**src/rtl/dsnrr_defs.vh**
```
// constants of the dip, swell, no-load and redirect register slice
// assumes inclusion by every design file of the slice
`ifndef DSNRR_DEFS_VH
`define DSNRR_DEFS_VH

// ----------------------------------------------------------------------
// register indices, byte address is four times the index
// ----------------------------------------------------------------------
`define DSNRR_IDX_DIP_THR 14'h0410
`define DSNRR_IDX_DIP_A 14'h0411
`define DSNRR_IDX_DIP_B 14'h0412
`define DSNRR_IDX_DIP_C 14'h0413
`define DSNRR_IDX_SWELL_THR 14'h0414
`define DSNRR_IDX_SWELL_A 14'h0415
`define DSNRR_IDX_SWELL_B 14'h0416
`define DSNRR_IDX_SWELL_C 14'h0417
`define DSNRR_IDX_NOLOAD 14'h041f
`define DSNRR_IDX_REDIRECT 14'h0424
`define DSNRR_IDX_EVT_EN 14'h04f0
`define DSNRR_IDX_IRQ_STAT 14'h04f1
`define DSNRR_IDX_IRQ_MASK 14'h04f2

// ----------------------------------------------------------------------
// widths and reset values
// ----------------------------------------------------------------------
`define DSNRR_RMS_W 24
`define DSNRR_RST_DIP_THR 24'h000000
`define DSNRR_RST_DIP_VAL 24'h7fffff
`define DSNRR_RST_SWELL_THR 24'hffffff
`define DSNRR_RST_SWELL_VAL 24'h000000
`define DSNRR_NOLOAD_W 18
`define DSNRR_RST_NOLOAD 18'h00000

// ----------------------------------------------------------------------
// no-load layout: phase base plus flag offset
// ----------------------------------------------------------------------
`define DSNRR_NL_PHASE_A 0
`define DSNRR_NL_PHASE_B 6
`define DSNRR_NL_PHASE_C 12
`define DSNRR_NL_TOTAL_ACTIVE 0
`define DSNRR_NL_TOTAL_REACTIVE 1
`define DSNRR_NL_TOTAL_APPARENT 2
`define DSNRR_NL_FUND_ACTIVE 3
`define DSNRR_NL_FUND_REACTIVE 4
`define DSNRR_NL_FUND_APPARENT 5

// ----------------------------------------------------------------------
// source redirect field and codes
// ----------------------------------------------------------------------
`define DSNRR_SRC_LSB 18
`define DSNRR_SRC_MSB 20
`define DSNRR_RST_SRC 3'h7
`define DSNRR_SRC_CUR_A 3'h0
`define DSNRR_SRC_CUR_B 3'h1
`define DSNRR_SRC_CUR_C 3'h2
`define DSNRR_SRC_CUR_N 3'h3
`define DSNRR_SRC_VOLT_A 3'h4
`define DSNRR_SRC_VOLT_B 3'h5
`define DSNRR_SRC_VOLT_C 3'h6
`define DSNRR_SRC_NATIVE 3'h7
`define DSNRR_ADC_CH 7

// ----------------------------------------------------------------------
// event enables and interrupt bits
// ----------------------------------------------------------------------
`define DSNRR_EVT_W 6
`define DSNRR_EVT_DIP_LSB 0
`define DSNRR_EVT_SWELL_LSB 3
`define DSNRR_RST_EVT 6'h00
`define DSNRR_IRQ_W 7
`define DSNRR_IRQ_DIP_LSB 0
`define DSNRR_IRQ_SWELL_LSB 3
`define DSNRR_IRQ_NOLOAD 6
`define DSNRR_RST_IRQ 7'h00

`endif

```
**src/rtl/dsnrr_phase_mon.v**
```verilog
// per-phase dip and swell judge with capture of the half-cycle rms
// assumes rms samples arrive with a one-cycle valid strobe
`timescale 1ns/10ps
`include "dsnrr_defs.vh"

module dsnrr_phase_mon (
  input wire clk_sys,
  input wire sys_rst,
  input wire [23:0] rmsHalf,
  input wire rmsValid,
  input wire [23:0] dipThr,
  input wire [23:0] swellThr,
  output reg [23:0] dipValue,
  output reg [23:0] swellValue,
  output reg inDip,
  output reg inSwell,
  output reg dipStart,
  output reg swellStart
);

  wire below;
  wire above;

  assign below = rmsHalf < dipThr;
  assign above = rmsHalf > swellThr;

  // ----------------------------------------------------------------------
  // judge and capture
  // ----------------------------------------------------------------------
  always @(posedge clk_sys or posedge sys_rst) begin
    if (sys_rst) begin
      dipValue <= `DSNRR_RST_DIP_VAL;
      swellValue <= `DSNRR_RST_SWELL_VAL;
      inDip <= 1'b0;
      inSwell <= 1'b0;
      dipStart <= 1'b0;
      swellStart <= 1'b0;
    end else begin
      dipStart <= rmsValid & below & ~inDip;
      swellStart <= rmsValid & above & ~inSwell;
      if (rmsValid) begin
        inDip <= below;
        inSwell <= above;
        if (below) begin
          dipValue <= rmsHalf;
        end
        if (above) begin
          swellValue <= rmsHalf;
        end
      end
    end
  end

endmodule

```
**src/rtl/dsnrr_src_mux.v**
```verilog
// source selector for one datapath input, output registered
// assumes channel order current a-c, neutral, voltage a-c on the bus
`timescale 1ns/10ps
`include "dsnrr_defs.vh"

module dsnrr_src_mux (
  input wire clk_sys,
  input wire sys_rst,
  input wire [2:0] sourceSelect,
  input wire [167:0] adcChannels,
  input wire [23:0] nativeData,
  output reg [23:0] datapathIn
);

  reg [23:0] next_datapathIn;

  always @* begin
    next_datapathIn = nativeData;
    case (sourceSelect)
      `DSNRR_SRC_CUR_A: next_datapathIn = adcChannels[23:0];
      `DSNRR_SRC_CUR_B: next_datapathIn = adcChannels[47:24];
      `DSNRR_SRC_CUR_C: next_datapathIn = adcChannels[71:48];
      `DSNRR_SRC_CUR_N: next_datapathIn = adcChannels[95:72];
      `DSNRR_SRC_VOLT_A: next_datapathIn = adcChannels[119:96];
      `DSNRR_SRC_VOLT_B: next_datapathIn = adcChannels[143:120];
      `DSNRR_SRC_VOLT_C: next_datapathIn = adcChannels[167:144];
      default: next_datapathIn = nativeData;
    endcase
  end

  always @(posedge clk_sys or posedge sys_rst) begin
    if (sys_rst) begin
      datapathIn <= 24'h000000;
    end else begin
      datapathIn <= next_datapathIn;
    end
  end

endmodule

```
**src/rtl/dsnrr_regs.v**
```verilog
// register slice: dip and swell thresholds and captures, no-load flags,
// voltage c source redirect, event pin and interrupt
// assumes an apb master on clk_sys and a datapath that strobes rms values
//
// The APB slave port was decided locally.
`timescale 1ns/10ps
`include "dsnrr_defs.vh"

module dsnrr_regs (
  input wire clk_sys,
  input wire sys_rst,
  input wire psel,
  input wire penable,
  input wire pwrite,
  input wire [15:0] paddr,
  input wire [31:0] pwdata,
  input wire [3:0] pstrb,
  output wire pready,
  output reg [31:0] prdata,
  output wire pslverr,
  input wire [71:0] rmsHalf,
  input wire [2:0] rmsValid,
  input wire [17:0] noLoadIn,
  input wire [167:0] adcChannels,
  output wire [23:0] vcDatapathIn,
  output reg eventPinN,
  output reg irq
);

  // ----------------------------------------------------------------------
  // declarations
  // ----------------------------------------------------------------------
  reg [23:0] dipThreshold;
  reg [23:0] swellThreshold;
  reg [17:0] noLoadFlags;
  reg [2:0] voltageCSourceSelect;
  reg [5:0] eventEnable;
  reg [6:0] irqStatus;
  reg [6:0] irqMask;
  reg [6:0] readClearMask;
  reg [31:0] readWord;
  reg mapped;
  reg [6:0] next_irqStatus;
  wire [13:0] regIndex;
  wire setupPhase;
  wire accessDone;
  wire writeDone;
  wire readDone;
  wire [71:0] dipValues;
  wire [71:0] swellValues;
  wire [2:0] inDip;
  wire [2:0] inSwell;
  wire [2:0] dipStart;
  wire [2:0] swellStart;
  wire [6:0] irqSet;
  wire [5:0] eventActive;
  wire [31:0] dipThrWord;
  wire [31:0] swellThrWord;
  wire [31:0] redirectWord;
  wire [31:0] eventWord;
  wire [31:0] maskWord;
  wire [31:0] dipThrNew;
  wire [31:0] swellThrNew;
  wire [31:0] redirectNew;
  wire [31:0] eventNew;
  wire [31:0] maskNew;

  // ----------------------------------------------------------------------
  // byte-lane merge for writes
  // ----------------------------------------------------------------------
  function [31:0] mergeBytes;
    input [31:0] oldWord;
    input [31:0] newWord;
    input [3:0] strobe;
    integer lane;
    begin
      mergeBytes = oldWord;
      for (lane = 0; lane < 4; lane = lane + 1) begin
        if (strobe[lane]) begin
          mergeBytes[lane*8 +: 8] = newWord[lane*8 +: 8];
        end
      end
    end
  endfunction

  // ----------------------------------------------------------------------
  // apb decode
  // ----------------------------------------------------------------------
  assign regIndex = paddr[15:2];
  assign setupPhase = psel & ~penable;
  assign accessDone = psel & penable;
  assign writeDone = accessDone & pwrite & mapped;
  assign readDone = accessDone & ~pwrite & mapped;
  assign pready = 1'b1;
  assign pslverr = accessDone & ~mapped;

  assign dipThrWord = {8'h00, dipThreshold};
  assign swellThrWord = {8'h00, swellThreshold};
  assign redirectWord = {11'h000, voltageCSourceSelect, 18'h00000};
  assign eventWord = {26'h0000000, eventEnable};
  assign maskWord = {25'h0000000, irqMask};

  // merged write words, cut to the field widths where stored
  assign dipThrNew = mergeBytes(dipThrWord, pwdata, pstrb);
  assign swellThrNew = mergeBytes(swellThrWord, pwdata, pstrb);
  assign redirectNew = mergeBytes(redirectWord, pwdata, pstrb);
  assign eventNew = mergeBytes(eventWord, pwdata, pstrb);
  assign maskNew = mergeBytes(maskWord, pwdata, pstrb);

  // ----------------------------------------------------------------------
  // per-phase monitors
  // ----------------------------------------------------------------------
  genvar ph;
  generate
    for (ph = 0; ph < 3; ph = ph + 1) begin : gPhase
      dsnrr_phase_mon uMon (
        .clk_sys(clk_sys),
        .sys_rst(sys_rst),
        .rmsHalf(rmsHalf[ph*24 +: 24]),
        .rmsValid(rmsValid[ph]),
        .dipThr(dipThreshold),
        .swellThr(swellThreshold),
        .dipValue(dipValues[ph*24 +: 24]),
        .swellValue(swellValues[ph*24 +: 24]),
        .inDip(inDip[ph]),
        .inSwell(inSwell[ph]),
        .dipStart(dipStart[ph]),
        .swellStart(swellStart[ph])
      );
    end
  endgenerate

  // ----------------------------------------------------------------------
  // voltage c source redirect
  // ----------------------------------------------------------------------
  dsnrr_src_mux uVcMux (
    .clk_sys(clk_sys),
    .sys_rst(sys_rst),
    .sourceSelect(voltageCSourceSelect),
    .adcChannels(adcChannels),
    .nativeData(adcChannels[167:144]),
    .datapathIn(vcDatapathIn)
  );

  // ----------------------------------------------------------------------
  // read mux
  // ----------------------------------------------------------------------
  always @* begin
    readWord = 32'h00000000;
    mapped = 1'b1;
    case (regIndex)
      `DSNRR_IDX_DIP_THR: readWord = dipThrWord;
      `DSNRR_IDX_DIP_A: readWord = {8'h00, dipValues[23:0]};
      `DSNRR_IDX_DIP_B: readWord = {8'h00, dipValues[47:24]};
      `DSNRR_IDX_DIP_C: readWord = {8'h00, dipValues[71:48]};
      `DSNRR_IDX_SWELL_THR: readWord = swellThrWord;
      `DSNRR_IDX_SWELL_A: readWord = {8'h00, swellValues[23:0]};
      `DSNRR_IDX_SWELL_B: readWord = {8'h00, swellValues[47:24]};
      `DSNRR_IDX_SWELL_C: readWord = {8'h00, swellValues[71:48]};
      `DSNRR_IDX_NOLOAD: readWord = {14'h0000, noLoadFlags};
      `DSNRR_IDX_REDIRECT: readWord = redirectWord;
      `DSNRR_IDX_EVT_EN: readWord = eventWord;
      `DSNRR_IDX_IRQ_STAT: readWord = {25'h0000000, irqStatus};
      `DSNRR_IDX_IRQ_MASK: readWord = maskWord;
      default: begin
        readWord = 32'h00000000;
        mapped = 1'b0;
      end
    endcase
  end

  // read data is caught in the setup cycle and held through the access
  always @(posedge clk_sys or posedge sys_rst) begin
    if (sys_rst) begin
      prdata <= 32'h00000000;
      readClearMask <= 7'h00;
    end else if (setupPhase & ~pwrite) begin
      prdata <= readWord;
      if (regIndex == `DSNRR_IDX_IRQ_STAT) begin
        readClearMask <= irqStatus;
      end else begin
        readClearMask <= 7'h00;
      end
    end
  end

  // ----------------------------------------------------------------------
  // thresholds
  // ----------------------------------------------------------------------
  always @(posedge clk_sys or posedge sys_rst) begin
    if (sys_rst) begin
      dipThreshold <= `DSNRR_RST_DIP_THR;
      swellThreshold <= `DSNRR_RST_SWELL_THR;
    end else if (writeDone) begin
      if (regIndex == `DSNRR_IDX_DIP_THR) begin
        dipThreshold <= dipThrNew[23:0];
      end
      if (regIndex == `DSNRR_IDX_SWELL_THR) begin
        swellThreshold <= swellThrNew[23:0];
      end
    end
  end

  // ----------------------------------------------------------------------
  // redirect, event enables and interrupt mask
  // ----------------------------------------------------------------------
  always @(posedge clk_sys or posedge sys_rst) begin
    if (sys_rst) begin
      voltageCSourceSelect <= `DSNRR_RST_SRC;
      eventEnable <= `DSNRR_RST_EVT;
      irqMask <= `DSNRR_RST_IRQ;
    end else if (writeDone) begin
      if (regIndex == `DSNRR_IDX_REDIRECT) begin
        voltageCSourceSelect <=
          redirectNew[`DSNRR_SRC_MSB:`DSNRR_SRC_LSB];
      end
      if (regIndex == `DSNRR_IDX_EVT_EN) begin
        eventEnable <= eventNew[5:0];
      end
      if (regIndex == `DSNRR_IDX_IRQ_MASK) begin
        irqMask <= maskNew[6:0];
      end
    end
  end

  // ----------------------------------------------------------------------
  // no-load flags, sampled from the datapath, writes ignored
  // ----------------------------------------------------------------------
  always @(posedge clk_sys or posedge sys_rst) begin
    if (sys_rst) begin
      noLoadFlags <= `DSNRR_RST_NOLOAD;
    end else begin
      noLoadFlags[5:0] <= noLoadIn[5:0];
      noLoadFlags[11:6] <= noLoadIn[11:6];
      noLoadFlags[17:12] <= noLoadIn[17:12];
    end
  end

  // ----------------------------------------------------------------------
  // event pin
  // ----------------------------------------------------------------------
  assign eventActive = {inSwell, inDip} & eventEnable;

  always @(posedge clk_sys or posedge sys_rst) begin
    if (sys_rst) begin
      eventPinN <= 1'b1;
    end else begin
      eventPinN <= ~|eventActive;
    end
  end

  // ----------------------------------------------------------------------
  // interrupt status, cleared by read, set wins
  // ----------------------------------------------------------------------
  assign irqSet = {|(noLoadIn & ~noLoadFlags), swellStart, dipStart};

  always @* begin
    next_irqStatus = irqStatus;
    if (readDone && regIndex == `DSNRR_IDX_IRQ_STAT) begin
      next_irqStatus = irqStatus & ~readClearMask;
    end
    next_irqStatus = next_irqStatus | irqSet;
  end

  always @(posedge clk_sys or posedge sys_rst) begin
    if (sys_rst) begin
      irqStatus <= `DSNRR_RST_IRQ;
      irq <= 1'b0;
    end else begin
      irqStatus <= next_irqStatus;
      irq <= |(next_irqStatus & irqMask);
    end
  end

endmodule

```
**config.mk**
```make
export PLATFORM = sky130hd
export DESIGN_NAME = dsnrr_regs
export DESIGN_NICKNAME = d
export VERILOG_FILES = /design/src/rtl/dsnrr_phase_mon.v /design/src/rtl/dsnrr_src_mux.v /design/src/rtl/dsnrr_regs.v
export VERILOG_INCLUDE_DIRS = /design/src /design/src/rtl
export SDC_FILE = /design/constraint.sdc
export NUM_CORES = 1
export LEC_CHECK = 0
export BUFFER_PORTS_ARGS = -buffer_cell sky130_fd_sc_hd__buf_4
export CELL_PAD_IN_SITES_DETAIL_PLACEMENT = 0
export CELL_PAD_IN_SITES_GLOBAL_PLACEMENT = 1
export CORE_MARGIN = 5
export CORE_UTILIZATION = 44
export CTS_CLUSTER_DIAMETER = 40
export DETAILED_ROUTE_END_ITERATION = 7
export PLACE_DENSITY_LB_ADDON = 0.1
export SKIP_CTS_REPAIR_TIMING = 1
export SLEW_MARGIN = 40
export SYNTH_ARGS = -nofsm -noshare
export SYNTH_HDL_FRONTEND = slang
export SYNTH_HIERARCHICAL = 1
export SYNTH_SLANG_ARGS = --single-unit
```
**constraint.sdc**
```tcl
create_clock -name clk_sys -period 5.6 [get_ports clk_sys]
set_input_delay 1.12 -clock clk_sys [delete_from_list [all_inputs] [get_ports clk_sys]]
set_output_delay 1.12 -clock clk_sys [all_outputs]
set_load 0.02 [all_outputs]
```
==> metrics.log <==
INFO  metric ys_seq_elements = between 300 and 400
INFO  metric finalHoldViolCount = 0
INFO  metric max_freq = roughly 230 MHz
INFO  metric setup_slack = between 1 and 1.5 ns
INFO  metric routedWlPerCell = roughly 27 um
INFO  metric design_area = ~23000 um^2
INFO  metric grt_pass1_wl = 103 mm
INFO  metric timing.critical_path.from_type = input pin
INFO  metric synthesis.area_per_instance = 11.1 um^2
INFO  metric via_per_inst = 5.96
INFO  metric gr-usage-met3 = under 10%
INFO  metric grt_setup_unrepaired = false
INFO  metric critPathCaptureType = output pin
INFO  metric cts.reportedPaths.clkPinSlew = 0.05 ns
INFO  metric worst-endpoint-required = ~4.5 ns
INFO  metric critical-path-slowest-cell = or4b_2
INFO  metric worst_setup_slack_before_clock_tree_synthesis = ~1.4 ns
INFO  metric drc_errors = 0
INFO  metric postRouteAntennaNets = 0
INFO  metric cp.buffers_inverters = 2
INFO  metric gr-max-usage-layer = met2
INFO  metric drt-pass1-iter-count = 7
INFO  metric area_growth = 25.9%
INFO  metric placement.io_buffers = 357
INFO  metric drive_gt1_share = between 40% and 50%
INFO  metric cts_root_buffer = clkbuf_16
INFO  metric final_nets = around 2500
INFO  metric cp_top_family = simple AND/OR/NAND/NOR gates
INFO  metric ctsHtreeMaxLevel = 2
INFO  metric via_count = 15400
INFO  metric setup_viol_count_final = 0
INFO  metric cp_cell_sequence = buf_4 -> or4b_2 -> nor2_1 -> o21a_1 -> nor2_1 -> buf_4
INFO  metric run_status = complete, no violations
INFO  metric grt_use_total = roughly 30%
INFO  metric fill_cell_count = 3623
INFO  metric worstSkewPairLatency = 0.60 ns
INFO  metric postSynth.asyncResetShare = 100%
INFO  metric detailed_place.area = approximately 21000 um^2
INFO  metric p_per_area = slightly below 300 nW/um^2
INFO  metric ys.flop_type = dfrtp_1
INFO  metric initial_drc_count = 1294
INFO  metric tritoncts_clock_tree = built
INFO  metric hold_class = reg2reg
INFO  metric grt_max_degree = 63
INFO  metric min_period_over_period = 76.1%
INFO  metric num_io_pins = roughly 380
INFO  metric grt.overflow.total = 0
INFO  metric cts.sink_count = 302
INFO  metric route.final.wire_length = 69.7 mm
INFO  metric initial_antenna_violation_count = 2
INFO  metric path_class = in2out
INFO  metric dieHeight = ~210 um
INFO  metric gr-usage-met1 = 38.5%
INFO  metric power_leakage = ~0.010 uW
INFO  metric worst-slew-pin-transition = slightly below 0.9 ns
INFO  metric cts-buffers-inserted = 49
INFO  metric drv_cap = 0
INFO  metric tns = 0 ns
INFO  metric place.gp.congestion = around 0.89
INFO  metric floorplan.initialDensity = between 40% and 50%
INFO  metric ctsLongestPathBuffers = 3
INFO  metric detailed_place_hpwl = between 50 and 60 mm
INFO  metric most_frequent_standard_cell_in_the_layout_excluding_fill_and_tap_cells = buf_4
INFO  metric synth.distinct_cells = 73
INFO  metric final_period_demand_of_the_worst_path = 4.26 ns
INFO  metric vias_in_the_first_global_route = around 16000
INFO  metric synth-warning-count = 6
INFO  metric synth_area = 18300 um^2
INFO  metric std_cell_rows = 74
INFO  metric core_area = 41000 um^2
INFO  metric timing_max_transition_violations_final = 0
INFO  metric vdd_drop_max = approximately 0.24 mV
INFO  metric slew_headroom = around 41%
INFO  metric mostFrequentLayoutCells = 385 x buf_4, 205 x dfrtp_1, 172 x inv_1
INFO  metric grt.met2_usage = 47.3%
INFO  metric max_stage_delay = 0.99 ns
INFO  metric synthesis.instances = between 1500 and 2000
INFO  metric crit_arrival = ~3.1 ns
INFO  metric ys_seq_area_share = 41.9%
INFO  metric width_of_the_die = 214 um
INFO  metric fp.dieArea = between 40000 and 50000 um^2
INFO  metric synth_enable_flop_cells = 0
INFO  metric critical_path.max_fanout = 14
INFO  metric fin_clk_skew = approximately 0.029 ns
==> path summary, 6_finish.rpt <==
kind                                   startpoint                            end  slack, ns  cells past startpoint
hold / removal             gPhase[1].uMon/inSwell      gPhase[1].uMon/swellStart       0.47                      1
setup reg to reg               swellThreshold[17]  gPhase[0].uMon/swellValue[10]       2.16                      9
max in group asynchronous                 sys_rst                     prdata[10]       3.93                      3
min in group asynchronous                 sys_rst                     prdata[23]       0.63                      2
hold reg to reg            gPhase[1].uMon/inSwell      gPhase[1].uMon/swellStart       0.47                      1
setup / recovery                        paddr[11]                        pslverr       1.34                      6
==> kinds of logic after synthesis <==
logic type               count (synthesis)  share of synthesized area, %
AND/OR/NAND/NOR                        302                          9.38
adder cells (fa/ha/maj)                141                          9.62
AO/OA/AOI/OAI                          409                          16.1
flip-flops                             302                          41.9
other                                    2                        0.0410
multiplexers                           227                          15.8
buffers and inverters                  271                          7.16
==> flip-flops by register name, indices dropped and copies added (netlist names) <==
register / cells
gPhase.uMon/dipValue: 72
gPhase.uMon/swellValue: 72
voltageCSourceSelect: 3
eventEnable: 6
prdata: 24
gPhase.uMon/inDip: 3
swellThreshold: 24
gPhase.uMon/swellStart: 3
irq: 1
irqMask: 7
uVcMux/datapathIn: 24
gPhase.uMon/inSwell: 3
gPhase.uMon/dipStart: 3
irqStatus: 7
readClearMask: 7
noLoadFlags: 18
dipThreshold: 24
eventPinN: 1
==> synthesized netlist by cell type, types with 8 or more instances <==
library cell / number / area (um^2)
a222oi_1: 25 / 250
buf_6: 18 / 203
a22oi_1: 31 / 233
and3_1: 10 / 62.6
o21ai_0: 34 / 170
a21o_1: 22 / 165
o21a_1: 11 / 82.6
inv_1: 177 / 664
clkbuf_1: 32 / 120
buf_2: 24 / 120
a221oi_1: 80 / 701
nor4_2: 10 / 125
o22a_1: 20 / 175
nand2b_1: 11 / 68.8
dfstp_2: 97 / 2550
buf_4: 13 / 97.6
nor4_1: 8 / 50.1
dfrtp_1: 205 / 5130
mux2_4: 95 / 1430
nor2_1: 38 / 143
nand4_1: 28 / 175
nand2_1: 87 / 327
a22o_1: 21 / 184
a21oi_1: 103 / 515
mux2_2: 119 / 1340
a31oi_1: 18 / 113
nand3_1: 43 / 215
nor2b_1: 14 / 87.6
a41oi_1: 8 / 70.1
ha_1: 141 / 1760
mux2i_1: 13 / 130
==> through the flow <==
stage               cells  util [%]  power, uW  hold slack, ns
floorplan            1661         -       3190           0.414
CTS                  2579      56.3       6740           0.465
global placement     2487      52.1       3610           0.455
global route         2581      56.3       6940           0.478
finish               2581      56.3       6700           0.471
detailed placement   2487      52.2       3640           0.459
==> power by group <==
part | switching (uW) | internal [uW] | total [uW]
Combinational | 461 | 526 | 987
Sequential | 142 | 2490 | 2630
Clock | 1190 | 1880 | 3070
Total | 1800 | 4900 | 6700
==> final cells by class <==
type                       instances  area, um^2  share of cell area, %
tap                              532         666                   2.88
antenna                            2        5.00                 0.0217
timing repair buffer             387        2910                   12.6
multi-input combinational       1088        9460                   41.0
clock buffer                      58        1300                   5.63
inverter                         178         673                   2.92
clock inverter                    34         383                   1.66
sequential                       302        7680                   33.3
==> per-layer routing <==
metal | routed length (um) | vias to the layer above
met2 | 32200 | 647
li1 | - | 6868
met5 | 0 | -
met3 | 5620 | 167
met1 | 29100 | 7700
met4 | 2780 | 0
==> worst register-to-register path: stages, from the launching register on <==
cell	delay (ns)
dfstp_2	0.58
inv_1	0.06
ha_1	0.30
nand4_1	0.21
nor4_2	0.60
nand2_1	0.10
nand2_1	0.12
a31o_2	0.57
buf_4	0.44
mux2_4	0.34
No activity file was read; power rests on OpenSTA's default activity.
